===== src/mpes_cfg.svh =====
// Constants of the per-port event and status block.
// Assumes inclusion by bare name from the package and the module.
`ifndef MPES_CFG_SVH
`define MPES_CFG_SVH
// Register offsets on the CPU register port
`define MPES_OFS_INT_STATUS 8'h01
`define MPES_OFS_INT_ENABLE 8'h02
`define MPES_OFS_TX_STATUS 8'h03
`define MPES_OFS_RX_STATUS 8'h04
// Interrupt status and enable bit positions
`define MPES_IRQ_STOP 6
`define MPES_IRQ_OVFC 5
`define MPES_IRQ_LINK 4
`define MPES_IRQ_TX_ERR 3
`define MPES_IRQ_TXOK 2
`define MPES_IRQ_RX_EVENT 1
`define MPES_IRQ_RXOK 0
`define MPES_IRQ_USED 8'h7F
// Transmit status fields
`define MPES_TX_CNT_HI 7
`define MPES_TX_CNT_LO 6
`define MPES_TX_CNT_MAX 2'h2
`define MPES_TX_XCOL 2
`define MPES_TX_LCOL 1
`define MPES_TX_UNDERFLOW 0
`define MPES_TX_ERR_MASK 8'h07
// Receive status bits
`define MPES_RX_FLOW_CTRL 7
`define MPES_RX_PHY_ERR 5
`define MPES_RX_LONG 4
`define MPES_RX_SHORT 3
`define MPES_RX_ALIGN 2
`define MPES_RX_CRC 1
`define MPES_RX_OVERFLOW 0
`define MPES_RX_USED 8'hBF
`define MPES_RESET_BYTE 8'h00
`endif


===== src/mpes_pkg.sv =====
// Types shared by the per-port event and status block.
// Assumes mpes_cfg.svh is on the include path.
`include "mpes_cfg.svh"
package mpes_pkg;
  // Transmit path event pulses, one clock each
  typedef struct packed {
    logic excessive_collision;
    logic late_collision;
    logic tx_fifo_underflow;
    logic tx_ok;
    logic pkt_first_byte;
    logic pkt_sent;
  } mpes_tx_event_type;
  // Receive frame conditions, valid with frame_end
  typedef struct packed {
    logic frame_end;
    logic flow_control_frame_seen;
    logic symbol_error;
    logic mii_rx_error;
    logic too_long;
    logic too_short;
    logic crc_bad;
    logic framing_bad;
    logic rx_fifo_overflow;
  } mpes_rx_frame_type;
  // Other port events, one-clock pulses
  typedef struct packed {
    logic port_stop;
    logic counter_overflow;
    logic link_change;
  } mpes_port_event_type;
  typedef enum logic [1:0] {
    MPES_ACC_IDLE = 2'b00,
    MPES_ACC_READ = 2'b01,
    MPES_ACC_WRITE = 2'b10
  } mpes_access_type;
endpackage : mpes_pkg


===== src/mpes_port_events.sv =====
// Per-port interrupt enable, interrupt status, transmit and receive status.
// Assumes the datapath pulses come from logic on clk, and the CPU port
// presents one-clock read or write strobes with a stable address.
`timescale 1ns/1ps
`include "mpes_cfg.svh"
// What this block does
// - Enable bits 6..0 permit stop, overflow, link, tx error, tx ok, rx event, rx ok.
// - Reading transmit status clears all bits except the packet count.
// - Transmit error bits set only when the error mode stops on that error.
// - Bits 7:6 count FIFO packets, up on first byte, down after send, max 2.
// - Transmit bit 2 marks sixteen failed attempts from consecutive collisions.
// - Transmit bit 1 marks a collision after 64 bytes were sent.
// - Transmit bit 0 marks FIFO running empty after 64 bytes were sent.
// - Reading receive status clears every bit.
// - Receive bits set only when filtering passes packets with that event.
// - Several errors not all passed by filtering leave receive status clear.
// - The receive status byte follows the last data byte into the FIFO.
// - Receive bit 7 marks a flow-control frame; bit 6 reads zero.
// - Receive bit 5 marks symbol error in symbol mode or MII error otherwise.
// - Receive bit 4 marks a frame over the maximum size.
// - Receive bit 3 marks a frame shorter than 64 bytes.
// - Receive bit 2 marks CRC mismatch with framing error.
// - Receive bit 1 marks CRC mismatch without framing error.
// - Receive bit 0 marks receive FIFO lacking space.
// - An event sets its interrupt status bit only when enabled.
// - Reading interrupt status clears all but the two summaries.
// - Transmit error summary is the OR of transmit error bits.
// - Receive event summary is the OR of receive status after full reception.
module mpes_port_events import mpes_pkg::*; (
  input wire logic clk,
  input wire logic reset_n,
  input wire logic [7:0] cpu_addr,
  input wire logic cpu_rd,
  input wire logic cpu_wr,
  input wire logic [7:0] cpu_wdata,
  output logic [7:0] cpu_rdata,
  output logic cpu_rd_valid,
  input wire logic [2:0] transmit_error_mode,
  input wire logic [7:0] receive_filter_mode,
  input wire logic symbol_interface_mode,
  input wire mpes_tx_event_type tx_event,
  input wire mpes_rx_frame_type rx_frame,
  input wire mpes_port_event_type port_event,
  output logic rx_status_fifo_wr,
  output logic [7:0] rx_status_fifo_data,
  output logic irq
);
  logic [7:0] int_enable_reg;
  logic [7:0] int_status_reg;
  logic [7:0] int_status_next;
  logic [2:0] tx_err_reg;
  logic [2:0] tx_err_next;
  logic [1:0] tx_fifo_packet_count_reg;
  logic [7:0] rx_status_reg;
  logic [7:0] rx_status_next;
  logic [7:0] rx_events;
  logic [7:0] rx_byte;
  logic rx_ok_event;
  logic rd_int;
  logic rd_tx;
  logic rd_rx;
  mpes_access_type access;

  // Address decode of the CPU strobes
  always_comb begin
    access = MPES_ACC_IDLE;
    if (cpu_rd) begin
      access = MPES_ACC_READ;
    end else if (cpu_wr) begin
      access = MPES_ACC_WRITE;
    end
  end
  assign rd_int = (access == MPES_ACC_READ) && (cpu_addr == `MPES_OFS_INT_STATUS);
  assign rd_tx = (access == MPES_ACC_READ) && (cpu_addr == `MPES_OFS_TX_STATUS);
  assign rd_rx = (access == MPES_ACC_READ) && (cpu_addr == `MPES_OFS_RX_STATUS);

  // Enable register; reserved bit 7 is never stored
  always_ff @(posedge clk) begin
    if (!reset_n) begin
      int_enable_reg <= `MPES_RESET_BYTE;
    end else if (access == MPES_ACC_WRITE && cpu_addr == `MPES_OFS_INT_ENABLE) begin
      int_enable_reg <= cpu_wdata & `MPES_IRQ_USED;
    end
  end

  // Transmit error causes; a new error in the read cycle survives the clear
  always_comb begin
    tx_err_next = rd_tx ? 3'h0 : tx_err_reg;
    if (transmit_error_mode[`MPES_TX_XCOL] && tx_event.excessive_collision) begin
      tx_err_next[`MPES_TX_XCOL] = 1'b1;
    end
    if (transmit_error_mode[`MPES_TX_LCOL] && tx_event.late_collision) begin
      tx_err_next[`MPES_TX_LCOL] = 1'b1;
    end
    if (transmit_error_mode[`MPES_TX_UNDERFLOW] && tx_event.tx_fifo_underflow) begin
      tx_err_next[`MPES_TX_UNDERFLOW] = 1'b1;
    end
  end
  always_ff @(posedge clk) begin
    if (!reset_n) begin
      tx_err_reg <= 3'h0;
    end else begin
      tx_err_reg <= tx_err_next;
    end
  end

  // Packet count: load and send in one cycle cancel; saturates so a
  // misbehaving datapath cannot wrap the two-bit field
  always_ff @(posedge clk) begin
    if (!reset_n) begin
      tx_fifo_packet_count_reg <= 2'h0;
    end else if (tx_event.pkt_first_byte && !tx_event.pkt_sent) begin
      if (tx_fifo_packet_count_reg != `MPES_TX_CNT_MAX) begin
        tx_fifo_packet_count_reg <= tx_fifo_packet_count_reg + 2'h1;
      end
    end else if (tx_event.pkt_sent && !tx_event.pkt_first_byte) begin
      if (tx_fifo_packet_count_reg != 2'h0) begin
        tx_fifo_packet_count_reg <= tx_fifo_packet_count_reg - 2'h1;
      end
    end
  end

  // Receive event vector of the frame just ended
  always_comb begin
    rx_events = 8'h00;
    rx_events[`MPES_RX_FLOW_CTRL] = rx_frame.flow_control_frame_seen;
    rx_events[`MPES_RX_PHY_ERR] = symbol_interface_mode ? rx_frame.symbol_error
                                                        : rx_frame.mii_rx_error;
    rx_events[`MPES_RX_LONG] = rx_frame.too_long;
    rx_events[`MPES_RX_SHORT] = rx_frame.too_short;
    rx_events[`MPES_RX_ALIGN] = rx_frame.crc_bad && rx_frame.framing_bad;
    rx_events[`MPES_RX_CRC] = rx_frame.crc_bad && !rx_frame.framing_bad;
    rx_events[`MPES_RX_OVERFLOW] = rx_frame.rx_fifo_overflow;
  end
  // Only report when filtering passes every event present, else nothing
  assign rx_byte = ((rx_events & ~receive_filter_mode) == 8'h00)
                   ? (rx_events & `MPES_RX_USED) : 8'h00;
  assign rx_ok_event = rx_frame.frame_end && (rx_events == 8'h00);

  // Receive status; a frame ending in the read cycle is not lost
  always_comb begin
    rx_status_next = rd_rx ? 8'h00 : rx_status_reg;
    if (rx_frame.frame_end) begin
      rx_status_next = rx_status_next | rx_byte;
    end
  end
  always_ff @(posedge clk) begin
    if (!reset_n) begin
      rx_status_reg <= `MPES_RESET_BYTE;
    end else begin
      rx_status_reg <= rx_status_next;
    end
  end

  // Status byte trails the last data byte into the receive FIFO
  always_ff @(posedge clk) begin
    if (!reset_n) begin
      rx_status_fifo_wr <= 1'b0;
      rx_status_fifo_data <= `MPES_RESET_BYTE;
    end else begin
      rx_status_fifo_wr <= rx_frame.frame_end;
      if (rx_frame.frame_end) begin
        rx_status_fifo_data <= rx_byte;
      end
    end
  end

  // Interrupt status: sticky bits gated by enables, set wins over read clear;
  // summaries follow their status registers instead of the read
  always_comb begin
    int_status_next = rd_int ? 8'h00 : int_status_reg;
    if (port_event.port_stop && int_enable_reg[`MPES_IRQ_STOP]) begin
      int_status_next[`MPES_IRQ_STOP] = 1'b1;
    end
    if (port_event.counter_overflow && int_enable_reg[`MPES_IRQ_OVFC]) begin
      int_status_next[`MPES_IRQ_OVFC] = 1'b1;
    end
    if (port_event.link_change && int_enable_reg[`MPES_IRQ_LINK]) begin
      int_status_next[`MPES_IRQ_LINK] = 1'b1;
    end
    if (tx_event.tx_ok && int_enable_reg[`MPES_IRQ_TXOK]) begin
      int_status_next[`MPES_IRQ_TXOK] = 1'b1;
    end
    if (rx_ok_event && int_enable_reg[`MPES_IRQ_RXOK]) begin
      int_status_next[`MPES_IRQ_RXOK] = 1'b1;
    end
    int_status_next[`MPES_IRQ_TX_ERR] = int_enable_reg[`MPES_IRQ_TX_ERR]
                                        && (|tx_err_next);
    int_status_next[`MPES_IRQ_RX_EVENT] = int_enable_reg[`MPES_IRQ_RX_EVENT]
                                          && (|rx_status_next);
  end
  always_ff @(posedge clk) begin
    if (!reset_n) begin
      int_status_reg <= `MPES_RESET_BYTE;
      irq <= 1'b0;
    end else begin
      int_status_reg <= int_status_next;
      irq <= |int_status_next;
    end
  end

  // Registered read data; unmapped offsets read zero
  always_ff @(posedge clk) begin
    if (!reset_n) begin
      cpu_rdata <= `MPES_RESET_BYTE;
      cpu_rd_valid <= 1'b0;
    end else begin
      cpu_rd_valid <= (access == MPES_ACC_READ);
      if (access == MPES_ACC_READ) begin
        case (cpu_addr)
          `MPES_OFS_INT_STATUS: cpu_rdata <= int_status_reg;
          `MPES_OFS_INT_ENABLE: cpu_rdata <= int_enable_reg;
          `MPES_OFS_TX_STATUS: cpu_rdata <= {tx_fifo_packet_count_reg, 3'h0, tx_err_reg};
          `MPES_OFS_RX_STATUS: cpu_rdata <= rx_status_reg;
          default: cpu_rdata <= 8'h00;
        endcase
      end
    end
  end

  // Checks next to the logic
  enable_reserved_a: assert property (@(posedge clk) disable iff (!reset_n)
    !int_enable_reg[7]) else $error("enable bit 7 stored");
  tx_read_clear_a: assert property (@(posedge clk) disable iff (!reset_n)
    rd_tx && !tx_event.excessive_collision && !tx_event.late_collision
    && !tx_event.tx_fifo_underflow |=> tx_err_reg == 3'h0)
    else $error("tx status not cleared by read");
  tx_mode_gate_a: assert property (@(posedge clk) disable iff (!reset_n)
    tx_event.late_collision && !transmit_error_mode[`MPES_TX_LCOL]
    && !tx_err_reg[`MPES_TX_LCOL]
    |=> !tx_err_reg[`MPES_TX_LCOL]) else $error("late collision set while masked");
  xcol_set_a: assert property (@(posedge clk) disable iff (!reset_n)
    tx_event.excessive_collision && transmit_error_mode[`MPES_TX_XCOL]
    |=> tx_err_reg[`MPES_TX_XCOL]) else $error("excessive collision missed");
  count_limit_a: assert property (@(posedge clk) disable iff (!reset_n)
    tx_fifo_packet_count_reg <= `MPES_TX_CNT_MAX) else $error("packet count over 2");
  count_up_a: assert property (@(posedge clk) disable iff (!reset_n)
    tx_event.pkt_first_byte && !tx_event.pkt_sent && tx_fifo_packet_count_reg == 2'h0
    |=> tx_fifo_packet_count_reg == 2'h1) else $error("packet count not raised");
  rx_read_clear_a: assert property (@(posedge clk) disable iff (!reset_n)
    rd_rx && !rx_frame.frame_end |=> rx_status_reg == 8'h00)
    else $error("rx status not cleared by read");
  rx_filter_all_a: assert property (@(posedge clk) disable iff (!reset_n)
    rx_frame.frame_end && rx_frame.crc_bad && !rx_frame.framing_bad
    && rx_frame.too_short && !receive_filter_mode[`MPES_RX_SHORT]
    |=> rx_status_fifo_data == 8'h00) else $error("partly passed errors reported");
  rx_fifo_byte_a: assert property (@(posedge clk) disable iff (!reset_n)
    rx_frame.frame_end |=> rx_status_fifo_wr && rx_status_fifo_data == $past(rx_byte))
    else $error("status byte not appended");
  int_gate_a: assert property (@(posedge clk) disable iff (!reset_n)
    $rose(int_status_reg[`MPES_IRQ_LINK]) |-> $past(int_enable_reg[`MPES_IRQ_LINK]))
    else $error("link change set while disabled");
  summary_keep_a: assert property (@(posedge clk) disable iff (!reset_n)
    rd_int && !rd_tx && (|tx_err_reg) && int_enable_reg[`MPES_IRQ_TX_ERR]
    |=> int_status_reg[`MPES_IRQ_TX_ERR]) else $error("tx summary cleared by read");
  rx_summary_a: assert property (@(posedge clk) disable iff (!reset_n)
    int_status_reg[`MPES_IRQ_RX_EVENT] |-> (|rx_status_reg))
    else $error("rx summary without status");
  irq_follow_a: assert property (@(posedge clk) disable iff (!reset_n)
    irq == (|int_status_reg)) else $error("irq does not follow status");
endmodule : mpes_port_events


===== config.mk =====
export PLATFORM = sky130hd
export DESIGN_NAME = mpes_port_events
export DESIGN_NICKNAME = d
export VERILOG_FILES = /design/src/mpes_pkg.sv /design/src/mpes_port_events.sv
export VERILOG_INCLUDE_DIRS = /design/src /design/src/src
export SDC_FILE = /design/constraint.sdc
export NUM_CORES = 1
export LEC_CHECK = 0
export BUFFER_PORTS_ARGS = -buffer_cell sky130_fd_sc_hd__buf_4
export CAP_MARGIN = 20
export CELL_PAD_IN_SITES_DETAIL_PLACEMENT = 2
export CELL_PAD_IN_SITES_GLOBAL_PLACEMENT = 2
export CORE_ASPECT_RATIO = 2
export CORE_MARGIN = 10
export CORE_UTILIZATION = 31
export DETAILED_ROUTE_END_ITERATION = 7
export GPL_ROUTABILITY_DRIVEN = 1
export PLACE_DENSITY = 0.88
export SLEW_MARGIN = 20
export SYNTH_ARGS = -nofsm -noshare
export SYNTH_HDL_FRONTEND = slang
export SYNTH_SLANG_ARGS = --single-unit

===== constraint.sdc =====
create_clock -name clk -period 5.1 [get_ports clk]
set_input_delay 0.51 -clock clk [delete_from_list [all_inputs] [get_ports clk]]
set_output_delay 0.51 -clock clk [all_outputs]
set_load 0.05 [all_outputs]

# Word-level counts from Yosys, hierarchy flattened
# Index checks and enable logic that the tools add are counted.
totals:
  register_bits: 47
  latchBits: 0
  ramBits: 0
  romBits: 0
  output_inout_bits: 19
  word_cells: 75
  memories: 0
classes:
  addsub: 2
  n_mul: 0
  n_div: 0
  order_cmp: 0
  n_eq_ne: 8
  shifts: 0
  mux: 21
  n_bitwise: 3
  reduce_logical: 31
op_table:
  columns: ["op", "n"]
  rows:
  - ["8-bit two-way mux", 4]
  - ["8-bit case mux with 4 select lines", 1]
  - ["1-bit logical AND", 19]
  - ["8-bit by 2-bit equality test with 1-bit output (second input constant)", 2]
  - ["8-bit zero test", 2]
  - ["8-bit OR reduction", 2]
  - ["2-bit two-way mux", 6]
  - ["1-bit two-way mux", 9]
  - ["8-bit bitwise AND", 1]
  - ["8-bit by 1-bit equality test with 1-bit output (second input constant)", 1]
  - ["8-bit by 3-bit equality test with 1-bit output (second input constant)", 1]
  - ["8-bit inverter", 1]
  - ["8-bit OR", 1]
  - ["2-bit nonzero test", 3]
  - ["1-bit zero test", 3]
  - ["3-bit two-way mux", 1]
  - ["3-bit AND reduction", 1]
  - ["3-bit OR reduction", 1]
  - ["2-bit by 1-bit adder with 2-bit output (second input constant)", 1]
  - ["2-bit by 1-bit equality test with 1-bit output (second input constant)", 1]
  - ["2-bit equality test (second input constant)", 1]
  - ["2-bit by 1-bit inequality test with 1-bit output (second input constant)", 1]
  - ["2-bit inequality test (second input constant)", 1]
  - ["2-bit by 1-bit subtractor with 2-bit output (second input constant)", 1]

# Logic depth before layout (Yosys ltp)
logic_depth:
  ltp_word: 10
  depth_mapped: 6
  depth_no_buf: 6

# Least setup slack after synthesis
# No wires, ideal clock.
synth_path:
  kind: "input -> register"
  start: "in cpu_addr[5]"
  end: "reg irq"
  arrival_ns: 2.268
  required_time_ns: 4.975
  setup_slack_ns: 2.707
  stages: 6
  path_buffers: 1
  path_cell_list: "or4_4 buf_6 or4_4 o31ai_2 a21boi_2 o41a_1"
synth_between:
  elab_chain_len: 8
  word_cells_on_any_way: 24
synth_rtl:
  columns: ["element", "line", "text"]
  rows:
  - ["start, declared", "mpes_port_events.sv:32", "input wire logic [7:0] cpu_addr,"]
  - ["8-bit by 3-bit equality test with 1-bit output", null, null]
  - ["1-bit logical AND", "mpes_port_events.sv:75", "assign rd_rx = (access == MPES_ACC_READ) && (cpu_addr == `MPES_OFS_RX_STATUS);"]
  - ["8-bit two-way mux", "mpes_port_events.sv:142", "rx_status_next = rd_rx ? 8'h00 : rx_status_reg;"]
  - ["8-bit OR", "mpes_port_events.sv:144", "rx_status_next = rx_status_next | rx_byte;"]
  - ["8-bit two-way mux", "mpes_port_events.sv:143", "if (rx_frame.frame_end) begin"]
  - ["8-bit OR reduction", "mpes_port_events.sv:190", "&& (|rx_status_next);"]
  - ["1-bit logical AND", "mpes_port_events.sv:189", "int_status_next[`MPES_IRQ_RX_EVENT] = int_enable_reg[`MPES_IRQ_RX_EVENT]"]
  - ["8-bit OR reduction *", "mpes_port_events.sv:198", "irq <= |int_status_next;"]
  - ["end signal, assigned", "mpes_port_events.sv:198", null]
  - ["end, declared", "mpes_port_events.sv:46", "output logic irq"]
# Mark *: on every way between the ends. The rest lies on a longest branch, timed or not.
# A chain may end at the register's enable or synchronous reset.

# Worst setup path in the final report
layout_path:
  start: "in cpu_addr[5]"
  end: "reg cpu_rdata[5]"
layout_between:
  elab_chain_len: 2
  word_cells_on_any_way: 5
layout_rtl:
  columns: ["element", "line", "text"]
  rows:
  - ["8-bit by 3-bit equality test with 1-bit output (tied with other cells)", "mpes_port_events.sv:210", "case (cpu_addr)"]
  - ["8-bit case mux with 4 select lines *", "mpes_port_events.sv:210", null]
  - ["end signal, assigned", "mpes_port_events.sv:211", "`MPES_OFS_INT_STATUS: cpu_rdata <= int_status_reg;"]
  - ["end signal, assigned", "mpes_port_events.sv:212", "`MPES_OFS_INT_ENABLE: cpu_rdata <= int_enable_reg;"]
  - ["end signal, assigned", "mpes_port_events.sv:213", "`MPES_OFS_TX_STATUS: cpu_rdata <= {tx_fifo_packet_count_reg, 3'h0, tx_err_reg};"]
  - ["end, declared", "mpes_port_events.sv:36", "output logic [7:0] cpu_rdata,"]
# Marks and branches as above.

==> impl_summary.log <==
[metrics] status: finished, final reports clean
[metrics] net switching fraction of the power: 21.1%
[metrics] antenna violations before repair: 0
[metrics] worst-path maximum fanout: 7
[metrics] routed wire length: 7.62 mm
[metrics] R2R Setup Slk: 3.50 ns
[metrics] root buffer cell: clkbuf_16
[metrics] cts repair resizes: 0
[metrics] time the final worst path needs with I/O delays and setup: 2.43 ns
[metrics] combinational cell fraction of total power: 9.3%
[metrics] worst min-delay path category: register to register
[metrics] number of flip-flops and latches in the synthesized netlist: 46
[metrics] crit path kind: input pin to register
[metrics] crit path to: cpu_rdata[5]
[metrics] Die Span Y: 136 um
[metrics] Post-Syn Instances: 219
[metrics] sink count of the clock tree: 46
[metrics] post-synthesis average cell area: 9.44 um^2
[metrics] number of DRC markers in iteration 0: 75
[metrics] data required time of the critical path: 5.33 ns
[metrics] Setup Skew: 0.00919 ns
[metrics] Post-synth EDFFs: 0
[metrics] number of buffers inserted by hold repair at cts: 0
[metrics] sum of negative setup slack: 0 ns
[metrics] Layout area overhead: 36.9%
[metrics] main combinational cell family by area after synthesis: simple AND/OR/NAND/NOR gates
[metrics] detailed-route vias per instance: 5.14
[metrics] Maximum Capacitance Violations: 0
[metrics] number of detailed-route iterations in the first pass: 4
[metrics] CTS tree: done
[metrics] r2r endpoint: irq
[metrics] Worst Reg2Reg Path Length in Cells: 4
[metrics] Period Utilization, post-route: 47.7%
[metrics] actual slew at the worst max-slew pin: 0.937 ns
[metrics] capturing element type of the critical path: register
[metrics] half-perimeter wire length of the detailed placement result: 5.85 mm
[metrics] Mapped Nets: 270
[metrics] total of buffers placed on input and output ports: 65
[metrics] effective utilization at floorplan: 31.5%
[metrics] number of global-route vias before repair: 2274
[metrics] static power due to leakage: 1.20 nW
[metrics] Relative slew margins: 37.1%
[metrics] compound-gate portion of the synthesized area: 22.7%
[metrics] wire length of the first global-routing pass: 12.1 mm
[metrics] critical path startpoint category: input pin
[metrics] register area share after synthesis: 44.5%
[metrics] endpoint arrival time on the critical path: 2.66 ns
[metrics] final-report hold violation count: 0
[metrics] Reg2Reg Launch Point: rx_status_reg[2]
[metrics] Diodes inserted: 0
[metrics] clock network fraction of design power: 48.9%
[metrics] I/O pin total: 69
[metrics] total of endpoints with negative setup slack in the final report: 0
[metrics] number of remaining DRC errors: 0
[metrics] register clock-pin slew on the reported worst setup and hold paths: 0.06 ns
[metrics] count of buffers added by post-CTS timing repair for setup: 0
[metrics] clock latency of the later-clocked register in the worst-skew pair: 0.29 ns
[metrics] mux cell area share after synthesis: 4.36%
[metrics] setup repair after global routing missed its margin: no
[metrics] total global-route track usage: 14.7%
[metrics] number of different library cells in the post-synthesis netlist: 47
[metrics] placer congestion estimate: 0.817
[metrics] Post-synth ARST share: 0%
[metrics] TritonCTS Buffers: 5
[metrics] overflow left after global routing: 0
[metrics] portion of total power attributed to sequential cells: 41.8%
[metrics] residual antenna-violating net count after detailed routing: 0
[metrics] routed length per instance: 20.4 um
[metrics] final total power: 889 uW
[metrics] post-synthesis adder-cell area fraction: 0.605%
[metrics] Net Sw Power: 188 uW
[metrics] timing startpoint of the critical path: cpu_addr[5]
[metrics] Hold Path Depth: 2
[metrics] internal power component: 701 uW
[metrics] floorplan die width: 77.8 um
[metrics] post-synthesis simple-gate area fraction: 24.0%
[metrics] largest net degree at the start of global routing: 40
[metrics] total power density per cell area: 314 mW/mm^2
[metrics] worst-case vdd ir drop: 0.303 mV
[metrics] via count: 1917
[metrics] Floorplan Core Area: 0.00657 mm^2
[metrics] Syn Std Cell Area: 0.00207 mm^2
[metrics] row count: 42
[metrics] count of final max-slew check failures: 0
[metrics] number of warning messages in the yosys log: 0
[metrics] area enclosed by the die boundary: 0.0105 mm^2
[metrics] CTS HTree Levels: 2
[metrics] layout cells sized above 1: 29.1%
[metrics] nets: 335
[metrics] maximum clock frequency: 0.411 GHz
[metrics] XOR/XNOR share of the synthesized area: 0.423%
[metrics] number of buffers between clock root and the deepest sink: 2
[metrics] Main synth FF type: dfxtp_1
-- critical path: stages --
cell	delay [ns]
buf_4	0.11
or4_4	0.60
nor3_1	0.80
a22oi_1	0.23
a21oi_1	0.29
a21o_1	0.12
-- power groups by stage --
| stage | Combinational (mW) | Sequential, mW | Clock [mW] |
|---|---|---|---|
| floorplan | 0.0317 | 0.384 | 0 |
| global placement | 0.0801 | 0.379 | 0 |
| detailed placement | 0.0842 | 0.379 | 0 |
| CTS | 0.0849 | 0.371 | 0.442 |
| global route | 0.0911 | 0.371 | 0.454 |
| finish | 0.0830 | 0.371 | 0.435 |
-- logic make-up after synthesis --
logic type / Yosys count
AND/OR/NAND/NOR: 83
other: 1
XOR/XNOR: 1
AO/OA/AOI/OAI: 63
flip-flops: 46
buffers and inverters: 15
adder cells (fa/ha/maj): 1
multiplexers: 9
-- how the worst min path moves through the flow --
stage                     start               end  slack (ns)
2_1_floorplan  rx_status_reg[0]  rx_status_reg[0]        0.46
3_3_place_gp       cpu_rdata[0]      cpu_rdata[0]        0.44
3_5_place_dp       cpu_rdata[3]      cpu_rdata[3]        0.45
4_1_cts            cpu_rdata[0]      cpu_rdata[0]        0.48
5_1_grt            cpu_rdata[4]      cpu_rdata[4]        0.50
6_report           cpu_rdata[0]      cpu_rdata[0]        0.47
-- metrics by stage --
stage | std cells | area, um^2 | util, % | hold slack [ns] | worst slack [ns]
2_1_floorplan | 219 | 2070 | - | 0.456 | 2.71
3_3_place_gp | 365 | 2630 | 40.1 | 0.442 | 2.47
3_5_place_dp | 365 | 2630 | 40.1 | 0.455 | 2.47
4_1_cts | 373 | 2830 | 43.1 | 0.477 | 2.69
5_1_grt | 373 | 2830 | 43.1 | 0.496 | 2.62
6_report | 373 | 2830 | 43.1 | 0.467 | 2.67
-- layout by cell type, fill, tap and decap left out, drive strengths merged, types with 4 or more instances in the layout --
cell	n
a21oi	6
nand2b	8
nor4	4
clkbuf	6
a21boi	14
mux2i	9
dfxtp	46
nor3	5
a22oi	11
inv	7
nand2	24
and2	6
nand3	4
buf	66
o21ai	9
a221oi	4
a22o	6
nor2b	20
-- metal layers --
| layer | share of wire (%) | global-route usage, % | vias to the layer above |
|---|---|---|---|
| li1 | - | - | 911 |
| met1 | 34 | 12.9 | 935 |
| met2 | 59 | 29.9 | 57 |
| met3 | 4.3 | 3.26 | 14 |
| met4 | 2.7 | 6.02 | 0 |
| met5 | 0 | 0 | - |
-- final cells by class --
cell class,count,area (um^2)
clock buffer,6,139
clock inverter,2,60.1
fill,734,3740
inverter,7,26.3
multi-input combinational,158,1080
sequential,46,921
tap,88,110
timing repair buffer,66,495
-- synthesized netlist by cell type (2+ instances only) --
master | number | area [um^2]
a22oi_1 | 11 | 82.6
dfxtp_1 | 46 | 921
nand3_1 | 4 | 20.0
and3_1 | 2 | 12.5
clkbuf_1 | 5 | 18.8
nand2b_1 | 8 | 50.1
inv_1 | 7 | 26.3
nor2_1 | 2 | 7.51
and2_1 | 6 | 37.5
nor2b_1 | 20 | 125
or4_4 | 2 | 22.5
o21ai_0 | 9 | 45.0
nor4_1 | 3 | 18.8
a21o_1 | 2 | 15.0
nand2_1 | 23 | 86.3
a21boi_0 | 13 | 97.6
a21oi_1 | 6 | 30.0
mux2i_1 | 9 | 90.1
o21a_1 | 2 | 15.0
a221oi_1 | 4 | 35.0
a22o_1 | 6 | 52.6
nor3_1 | 4 | 20.0
Power figures use the tool's default switching activity.
